--- config.mk ---
export PLATFORM = sky130hd
export DESIGN_NAME = mss_serial_port
export DESIGN_NICKNAME = d
export VERILOG_FILES = /design/src/hw/mss_pkg.sv /design/src/hw/mss_serial_port.sv
export VERILOG_INCLUDE_DIRS = /design/src /design/src/hw
export SDC_FILE = /design/constraint.sdc
export NUM_CORES = 1
export LEC_CHECK = 0
export BUFFER_PORTS_ARGS = -buffer_cell sky130_fd_sc_hd__clkbuf_2
export CORE_MARGIN = 8
export CORE_UTILIZATION = 55
export DETAILED_ROUTE_END_ITERATION = 8
export PLACE_DENSITY = 0.75
export SLEW_MARGIN = 15
export SYNTH_ARGS = -nofsm -noshare
export SYNTH_HDL_FRONTEND = slang
export SYNTH_SLANG_ARGS = --single-unit
--- constraint.sdc ---
create_clock -name sys_clk -period 6 [get_ports sys_clk]
set_input_delay 0.3 -clock sys_clk [delete_from_list [all_inputs] [get_ports sys_clk]]
set_output_delay 0.3 -clock sys_clk [all_outputs]
set_load 0.02 [all_outputs]
--- src/hw/mss_cfg.svh ---
`ifndef MSS_CFG_SVH
`define MSS_CFG_SVH
// What the document requires of host and sensor
// Host starts every transfer; sensor only follows clock
// Write: dir 1, seven-bit address, data byte
// Drive on falling edge, sample on rising
// Read: dir 0 address byte, sensor data byte
// Host releases data before following falling edge
// Host waits 100 us before data clocks
// Sensor holds last data bit until falling edge
// Completed write leaves data pin released
// Power-down write releases data pin permanently; code still drives it on reads in power-down
// Back-to-back writes spaced at least 100 us
// Read after write spaced at least 100 us
// After read wait 250 ns before next
// Transaction timer resets port after about 90 ms
// Bad address write ignored, read returns zero
// Drive after eighth rise, release within 160 ns
// Sensor drives only in read data phase
// Host should drive idle line, not float
// Host may check sync by reading ID
// Any rise after power-up is first bit
// Host idles past timeout to resynchronise
// Reset bit soft-resets, stores rest, self-clears
// Analog section needs three frames after reset
// Power-down is configuration bit six
// While powered down only bit six written
// No timeout in power-down; no partial commands
// Bytes travel most significant bit first

// Configuration register, reachable at either address
`define MSS_CFG_ADDR_LO  7'h00
`define MSS_CFG_ADDR_HI  7'h40
`define MSS_CFG_RESET    8'h00
`define MSS_RST_BIT      7
`define MSS_PD_BIT       6
`define MSS_DIR_BIT      7

// Timing
`define MSS_CLK_HZ       50000000
`define MSS_TIMEOUT_MS   90
`define MSS_TIMEOUT_CYC  (`MSS_TIMEOUT_MS * (`MSS_CLK_HZ / 1000))
`define MSS_RELEASE_NS   160
`define MSS_RELEASE_CYC  ((`MSS_RELEASE_NS * (`MSS_CLK_HZ / 1000000)) / 1000)
`endif

--- src/hw/mss_pkg.sv ---
package mss_pkg;
	typedef enum logic [2:0] {
		MSS_ST_ADDR  = 3'b000,
		MSS_ST_WDATA = 3'b001,
		MSS_ST_FETCH = 3'b010,
		MSS_ST_RDATA = 3'b011,
		MSS_ST_HOLD  = 3'b100
	} mss_state_t;

	typedef logic [6:0] mss_addr_t;

	function automatic logic mss_addr_valid(input mss_addr_t a);
		mss_addr_valid = (a <= 7'h0B) ||
			(a >= 7'h14 && a <= 7'h1B) ||
			(a == 7'h33) ||
			(a >= 7'h40 && a <= 7'h4A);
	endfunction
endpackage

--- src/hw/mss_serial_port.sv ---
`timescale 1ns/10ps
`default_nettype none
`include "mss_cfg.svh"

module mss_serial_port #(
	parameter int TIMEOUT_CYC = `MSS_TIMEOUT_CYC
) (
	// System
	input  wire logic              sys_clk,
	input  wire logic              sys_rst,
	// Link pins
	input  wire logic              sclk,
	input  wire logic              sdio_in,
	output logic                   sdio_out,
	output logic                   sdio_oe,
	// Register core side
	output mss_pkg::mss_addr_t     reg_addr,
	output logic                   reg_wr_en,
	output logic [7:0]             reg_wr_data,
	output logic                   reg_rd_req,
	input  wire logic [7:0]        reg_rd_data,
	// Configuration
	output logic [7:0]             config_reg,
	output logic                   soft_rst
);
	import mss_pkg::*;

	localparam int TW = $clog2(TIMEOUT_CYC + 1);

	logic       sclk_s1;
	logic       sclk_s2;
	logic       sclk_s3;
	logic       sdio_s1;
	logic       sdio_s2;
	logic       rise;
	logic       fall;
	mss_state_t state;
	logic [2:0] bit_cnt;
	logic [7:0] shift;
	logic [7:0] next_byte;
	logic [7:0] tx;
	logic       byte_done;
	logic       xfer_done;
	logic       active;
	logic [TW-1:0] timer;
	logic       timeout;
	logic       cfg_hit;
	logic       cfg_wr;

	////////////////////////////////////////////////////////////////////
	// Pin synchronisers and edge detection

	always_ff @(posedge sys_clk or posedge sys_rst) begin
		if (sys_rst) begin
			sclk_s1 <= 1'b0;
			sclk_s2 <= 1'b0;
			sclk_s3 <= 1'b0;
			sdio_s1 <= 1'b0;
			sdio_s2 <= 1'b0;
		end else begin
			sclk_s1 <= sclk;
			sclk_s2 <= sclk_s1;
			sclk_s3 <= sclk_s2;
			sdio_s1 <= sdio_in;
			sdio_s2 <= sdio_s1;
		end
	end

	// Data and clock see equal delay, so the sample matches the pin
	assign rise      = sclk_s2 & ~sclk_s3;
	assign fall      = ~sclk_s2 & sclk_s3;
	assign next_byte = {shift[6:0], sdio_s2};
	assign byte_done = rise && (bit_cnt == 3'd7);
	assign cfg_hit   = (reg_addr == `MSS_CFG_ADDR_LO) ||
		(reg_addr == `MSS_CFG_ADDR_HI);
	assign cfg_wr    = (state == MSS_ST_WDATA) && byte_done && cfg_hit;
	assign xfer_done = ((state == MSS_ST_WDATA) ||
		(state == MSS_ST_RDATA)) && byte_done;

	////////////////////////////////////////////////////////////////////
	// Transaction timer

	// Started by the first edge of a command, stopped at its 16th rise.
	// Frozen in power-down, so a partial command there hangs the port.
	always_ff @(posedge sys_clk or posedge sys_rst) begin
		if (sys_rst) begin
			active  <= 1'b0;
			timer   <= '0;
			timeout <= 1'b0;
		end else begin
			timeout <= 1'b0;
			if (xfer_done || timeout) begin
				active <= 1'b0;
				timer  <= '0;
			end else if (!active) begin
				if ((rise || fall) && state != MSS_ST_WDATA &&
					state != MSS_ST_RDATA) begin
					active <= 1'b1;
					timer  <= '0;
				end
			end else if (!config_reg[`MSS_PD_BIT]) begin
				if (timer == TW'(TIMEOUT_CYC - 1))
					timeout <= 1'b1;
				else
					timer <= timer + 1'b1;
			end
		end
	end

	////////////////////////////////////////////////////////////////////
	// Port sequencer

	always_ff @(posedge sys_clk or posedge sys_rst) begin
		if (sys_rst) begin
			state       <= MSS_ST_ADDR;
			bit_cnt     <= 3'd0;
			shift       <= 8'h00;
			tx          <= 8'h00;
			reg_addr    <= 7'h00;
			reg_wr_en   <= 1'b0;
			reg_wr_data <= 8'h00;
			reg_rd_req  <= 1'b0;
			sdio_out    <= 1'b0;
			sdio_oe     <= 1'b0;
		end else begin
			reg_wr_en  <= 1'b0;
			reg_rd_req <= 1'b0;
			if (timeout) begin
				state   <= MSS_ST_ADDR;
				bit_cnt <= 3'd0;
				sdio_oe <= 1'b0;
			end else begin
				case (state)
				MSS_ST_ADDR: begin
					// Any rise counts, even the first after power-up
					if (rise) begin
						shift   <= next_byte;
						bit_cnt <= bit_cnt + 3'd1;
						if (bit_cnt == 3'd7) begin
							reg_addr <= next_byte[6:0];
							if (next_byte[`MSS_DIR_BIT]) begin
								state <= MSS_ST_WDATA;
							end else begin
								state      <= MSS_ST_FETCH;
								reg_rd_req <= 1'b1;
							end
						end
					end
				end
				MSS_ST_WDATA: begin
					if (rise) begin
						shift   <= next_byte;
						bit_cnt <= bit_cnt + 3'd1;
						if (bit_cnt == 3'd7) begin
							state       <= MSS_ST_ADDR;
							reg_wr_data <= next_byte;
							// Unmapped or internal targets stay local
							reg_wr_en <= mss_addr_valid(reg_addr) &&
								!cfg_hit;
						end
					end
				end
				MSS_ST_FETCH: begin
					// Core answers in the cycle of the request
					state   <= MSS_ST_RDATA;
					bit_cnt <= 3'd0;
					if (cfg_hit)
						tx <= config_reg;
					else if (mss_addr_valid(reg_addr))
						tx <= reg_rd_data;
					else
						tx <= 8'h00;
					// Early look at the top bit; first fall repeats it
					sdio_out <= cfg_hit ? config_reg[7] :
						(mss_addr_valid(reg_addr) & reg_rd_data[7]);
					sdio_oe  <= 1'b1;
				end
				MSS_ST_RDATA: begin
					// Eight falls put out bits 7 down to 0, one per fall
					if (fall) begin
						tx       <= {tx[6:0], 1'b0};
						sdio_out <= tx[7];
					end
					if (rise) begin
						bit_cnt <= bit_cnt + 3'd1;
						if (bit_cnt == 3'd7)
							state <= MSS_ST_HOLD;
					end
				end
				MSS_ST_HOLD: begin
					// Last bit stays until the next fall on the clock pin
					if (fall) begin
						sdio_oe <= 1'b0;
						state   <= MSS_ST_ADDR;
						bit_cnt <= 3'd0;
					end
				end
				default: begin
					state   <= MSS_ST_ADDR;
					bit_cnt <= 3'd0;
					sdio_oe <= 1'b0;
				end
				endcase
			end
		end
	end
	// Writes never enable the driver, so the pin stays released until the next read

	////////////////////////////////////////////////////////////////////
	// Configuration register

	always_ff @(posedge sys_clk or posedge sys_rst) begin
		if (sys_rst) begin
			config_reg <= `MSS_CFG_RESET;
			soft_rst   <= 1'b0;
		end else begin
			soft_rst <= 1'b0;
			if (cfg_wr) begin
				if (config_reg[`MSS_PD_BIT]) begin
					config_reg[`MSS_PD_BIT] <= next_byte[`MSS_PD_BIT];
				end else begin
					config_reg <= next_byte;
					soft_rst   <= next_byte[`MSS_RST_BIT];
				end
			end else if (config_reg[`MSS_RST_BIT]) begin
				config_reg[`MSS_RST_BIT] <= 1'b0;
			end
		end
	end
endmodule
`default_nettype wire

After elaboration in Yosys (flattened, before gate mapping):

Index checks and enable logic that the tools add are counted.

* equality and inequality tests: 23
* $add $sub $neg: 2
* bitwise operators: 7
* reduce and logical (&&, ||, !) cells: 32
* magnitude comparators: 5
* multiplexer cells: 48

Operator list (number)
* $mux 23: 5
* $mux 3: 10
* $mux 1: 24
* $mux 8: 3
* $add 23x1->23 const B: 1
* $eq 23x23->1 const B: 1
* $ne 3x3->1 const B: 6
* $pmux 8 s2: 1
* $pmux 3 s5: 1
* $ne 3x2->1 const B: 4
* $logic_and 1x1->1: 9
* $reduce_and 3->1: 3
* $reduce_and 4->1: 2
* $eq 7x6->1 const B: 1
* $eq 7x7->1 const B: 1
* $ge 7x5->1 const B: 1
* $ge 7x7->1 const B: 1
* $le 7x4->1 const B: 1
* $le 7x5->1 const B: 1
* $le 7x7->1 const B: 1
* $logic_not 7->1: 1
* $logic_or 1x1->1: 7
* $reduce_and 7->1: 1
* $eq 3x2->1 const B: 2
* other kinds (19): 29

* input bits: 12
* register bits: 79

Logic depth before layout (Yosys ltp):

* depth after elaboration: 10
* gate-level depth with buffers: 9
* depth with buffers taken out: 7

Worst setup path after synthesis:

No wires, ideal clock.

* path type: register -> register
* start: register bit_cnt[0]
* end: register timer[15]
* library setup time: 0.066 ns
* cell stages (with the launch flop): 10
* required time: 5.934 ns
* data arrival time: 1.998 ns
* setup slack: 3.936 ns
* path through: dfrtp_1 ha_1 ha_1 and2_0 a21oi_1 buf_2 nand2_1 buf_2 or4_1 nand2_1

* cells in the longest elaborated chain, start to end: 6
* elaborated cells between the ends (all ways): 9

Ends and longest elaborated chain
* from (decl): line mss_serial_port.sv:38 `logic [2:0] bit_cnt;`
* from (signal assigned): line mss_serial_port.sv:138 `bit_cnt <= bit_cnt + 3'd1;`
* from (signal assigned): line mss_serial_port.sv:153 `bit_cnt <= bit_cnt + 3'd1;`
* from (signal assigned): line mss_serial_port.sv:185 `bit_cnt <= bit_cnt + 3'd1;`
* $eq 3x3->1 *: line mss_serial_port.sv:73 `assign byte_done = rise && (bit_cnt == 3'd7);`
* $logic_and 1x1->1 *: line mss_serial_port.sv:73
* $logic_and 1x1->1 *: line mss_serial_port.sv:78 `(state == MSS_ST_RDATA)) && byte_done;`
* $logic_or 1x1->1 *: line mss_serial_port.sv:92 `if (xfer_done || timeout) begin`
* $ne 3x3->1 (no source line) (tied with other cells)
* $reduce_and 3->1 (no source line)
* to (signal assigned): line mss_serial_port.sv:105 `timer <= timer + 1'b1;`
* to (decl): line mss_serial_port.sv:45 `logic [TW-1:0] timer;`

Every way passes the cells marked *; elsewhere a longest branch is shown, timed or not.
A chain may end at the register's enable or synchronous reset.

Worst setup path in the final report:

* start: register sclk_s3
* end: register timer[19]

* cells in the longest elaborated chain, start to end: 7
* elaborated cells between the ends (all ways): 14

Ends and longest elaborated chain
* from (decl): line mss_serial_port.sv:32 `logic sclk_s3;`
* from (signal assigned): line mss_serial_port.sv:63 `sclk_s3 <= sclk_s2;`
* $not 1->1: line mss_serial_port.sv:70 `assign rise = sclk_s2 & ~sclk_s3;`
* $and 1x1->1: line mss_serial_port.sv:70
* $logic_and 1x1->1 / $logic_or 1x1->1 (equally long branches): line mss_serial_port.sv:73, mss_serial_port.sv:96
* $logic_and 1x1->1 (on tied branches): line mss_serial_port.sv:78, mss_serial_port.sv:96
* $logic_or 1x1->1 / $logic_and 1x1->1 (equally long branches): line mss_serial_port.sv:92, mss_serial_port.sv:96
* $ne 3x3->1 (no source line) (tied with other cells)
* $reduce_and 3->1 (no source line)

Parallel ways exist; a longest one is shown, timed or not.

==> impl_metrics.py <==
metrics = {
    "route": {
        "drc": 0,
        "wl_per_cell_microns": 16.2,
        "postRouteAntennaNets": 0,
        "vias_per_cell": 6.02,
        "finalWirelength_mm": 8.12,
        "drtIter0Drc": 140,
        "dr_total_vias": 3011,
        "drtPass1Iterations": 5,
    },
    "outcome": {
        "status": "finished clean",
    },
    "place": {
        "place_inst": 484,
        "dp_hpwl_mm": 5.72,
        "numPortBuffers": 39,
        "gp_congestion": 0.872,
        "pre_cts_ws_ns": 3.59,
    },
    "timing": {
        "finalMaxSlewViolations": 0,
        "fin_skew_ns": 0.00842,
        "hold_viol_final": 0,
        "finalSetupViolations": 0,
        "clock.fmax_mhz": 405,
        "setup_ws_ns": 3.53,
        "worst_pin_slew_ns": 0.972,
        "setup_tns_ns": 0,
        "relSlewSlack_pct": 35.2,
        "timing.final.crit_period_ns": 2.47,
        "rsz0062_at_grt": "false",
        "period_share_pct": 41.1,
    },
    "synth": {
        "yosysWarnings": 0,
        "ys_seq_elements": 79,
        "synth_cell_type_count": 49,
        "syn-mean-instance-area_sq_um": 10.7,
        "synthArstFlopShare_pct": 100,
        "synth_edf_count": 0,
        "syn-instance-count": 363,
        "syn_area_sq_um": 3880,
        "yosys_most_used_dff": "dfrtp_1",
        "ys_seq_area_share_pct": 50.9,
        "synth_nets": 380,
    },
    "critical_path": {
        "arrival_ns": 2.76,
        "end_kind": "flop",
        "cp_max_fo": 12,
        "worstSetupStartpointType": "flop",
        "required_ns": 6.29,
        "path_class": "flop to flop",
    },
    "grt": {
        "met2_usage_pct": 28.4,
        "overflow": 0,
        "grt.met3_usage_pct": 3.18,
        "grt_max_degree": 80,
        "grt_pass1_vias": 2970,
        "gr-usage-all-layers_pct": 17.3,
        "grt_pass1_wl_mm": 14.1,
        "grt_util_met1_pct": 21.6,
        "grt_antenna_before_repair": 0,
        "top_usage_layer": "met2",
    },
    "cts": {
        "cts_buffers": 9,
        "hold_buffers": 0,
        "clk_pin_slew_worst_paths_ns": 0.08,
        "clockBufferDepth": 2,
        "clkLatencyLatePin_ns": 0.36,
        "h-tree-depth": 3,
        "cts_resized": 0,
        "cts_num_sinks": 79,
        "clockRootBuffer": "clkbuf_8",
        "post_cts_buffers": 0,
        "tritoncts": "built",
    },
    "final_layout": {
        "drive_gt1_share_pct": 24.0,
        "n_fill_cell": 574,
        "largest_reg_flops": 23,
        "area_delta_synth_final_pct": 11.9,
        "fin_util_pct": 63.6,
        "fin_cells": 500,
        "nNetsFinal": 416,
        "regMostFlops": "timer",
        "num_antenna_cells": 0,
    },
    "die": {
        "core_region_area_sq_um": 6830,
        "die_h_microns": 100,
        "die_w_microns": 100,
        "rows": 30,
        "initial_utilization_pct": 56.8,
        "pin_count": 40,
        "die_area_sq_um": 10000,
    },
    "pwr": {
        "ir_worst_vdd_mv": 0.136,
        "power_leakage_nw": 2.00,
        "power_density_nw_per_um2": 346,
    },
    "min_path": {
        "hold_class": "input pin to flop",
    },
    "job": {
        "maxCapViolCount": 0,
    },
}
[logic make-up (layout without fill, tap and decap cells)]
| family | count (synthesis) | after routing | synth area share [%] |
|---|---|---|---|
| buffers and inverters | 24 | 65 | 2.67 |
| and+or+nand+nor | 135 | 135 | 19.6 |
| AOI/OAI and AO/OA | 87 | 87 | 15.8 |
| adders and majority gates | 5 | 5 | 1.61 |
| muxes | 33 | 33 | 9.44 |
| DFF | 79 | 79 | 50.9 |
[metrics by stage]
stage | power [mW] | hold WS, ns | cell area [sq um]
global route | 1.60 | 0.0370 | 4350
global placement | 1.08 | 0.332 | 4140
finish | 1.50 | 0.0426 | 4350
detailed placement | 1.11 | 0.344 | 4140
CTS | 1.51 | 0.0321 | 4350
floorplan | 1.01 | 0.331 | 3880
[critical path, cell delays in order (launching register included)]
cell and delay (ns):
dfrtp_1 0.40, inv_1 0.06, ha_1 0.22, and2_0 0.30, a21o_1 0.41, o2111ai_1 0.37, or4_1 0.56, nand2_1 0.08
[cells in the mapped netlist, types with 4 or more instances]
library cell / n / area [sq um]
dfrtp_1: 79 / 1980
nand2_1: 35 / 131
mux2_2: 29 / 327
a21oi_1: 26 / 130
o21ai_0: 21 / 105
nor2_1: 20 / 75.1
nand3_1: 16 / 80.1
or3_1: 12 / 75.1
clkbuf_1: 9 / 33.8
o2111ai_1: 9 / 78.8
a2111o_1: 8 / 90.1
inv_1: 8 / 30.0
and3_1: 7 / 43.8
nor3_1: 7 / 35.0
buf_2: 5 / 25.0
ha_1: 5 / 62.6
or4_1: 5 / 37.5
and2_1: 4 / 25.0
mux2i_1: 4 / 40.0
nand2b_1: 4 / 25.0
[cells in the final DEF, fill, tap and decap left out, types with 8 or more instances in the layout]
| master | count |
|---|---|
| mux2_2 | 29 |
| a2111o_1 | 8 |
| a21oi_1 | 26 |
| clkbuf_8 | 10 |
| nand2_1 | 35 |
| o2111ai_1 | 9 |
| nor2_1 | 20 |
| clkbuf_2 | 39 |
| or3_1 | 12 |
| dfrtp_1 | 79 |
| nand3_1 | 16 |
| o21ai_0 | 21 |
[final timing paths]
check	from	end	slack [ns]	cells after the start
setup / recovery	sclk_s3$_DFF_PP0_	timer[19]$_DFFE_PP0P_	3.53	7
setup reg to reg	sclk_s3$_DFF_PP0_	timer[19]$_DFFE_PP0P_	3.53	7
min in group asynchronous	sys_rst	reg_wr_data[0]$_DFFE_PP0P_	0.21	3
hold / removal	sdio_in	sdio_s1$_DFF_PP0_	0.04	1
max in group asynchronous	sys_rst	tx[6]$_DFFE_PP0P_	5.16	3
hold reg to reg	sclk_s1$_DFF_PP0_	sclk_s2$_DFF_PP0_	0.35	0
[layer usage]
layer	share of wire [%]	up-vias	routed length, microns
li1	-	1428	-
met1	47	1514	3780
met2	48	58	3880
met3	4.1	11	329
met4	1.6	0	131
met5	0	-	0
[layout make-up]
| class | instances | area, sq um | area share, % |
|---|---|---|---|
| flip-flops and latches | 79 | 1980 | 45.5 |
| clock buffers | 10 | 138 | 3.17 |
| clock inverters | 6 | 67.6 | 1.55 |
| multi-input cells | 260 | 1800 | 41.5 |
| repair buffers | 41 | 210 | 4.84 |
| inverters | 8 | 31.3 | 0.720 |
| well taps | 96 | 120 | 2.76 |
[power breakdown]
group          total, mW  switching, mW  leakage (nW)  internal (mW)
registers          0.730          0.103          1.04          0.627
clock network      0.406          0.201        0.0993          0.206
logic              0.367          0.213         0.857          0.154
total               1.50          0.518          2.00          0.986
Note: power is estimated with default switching activity, not from simulation.
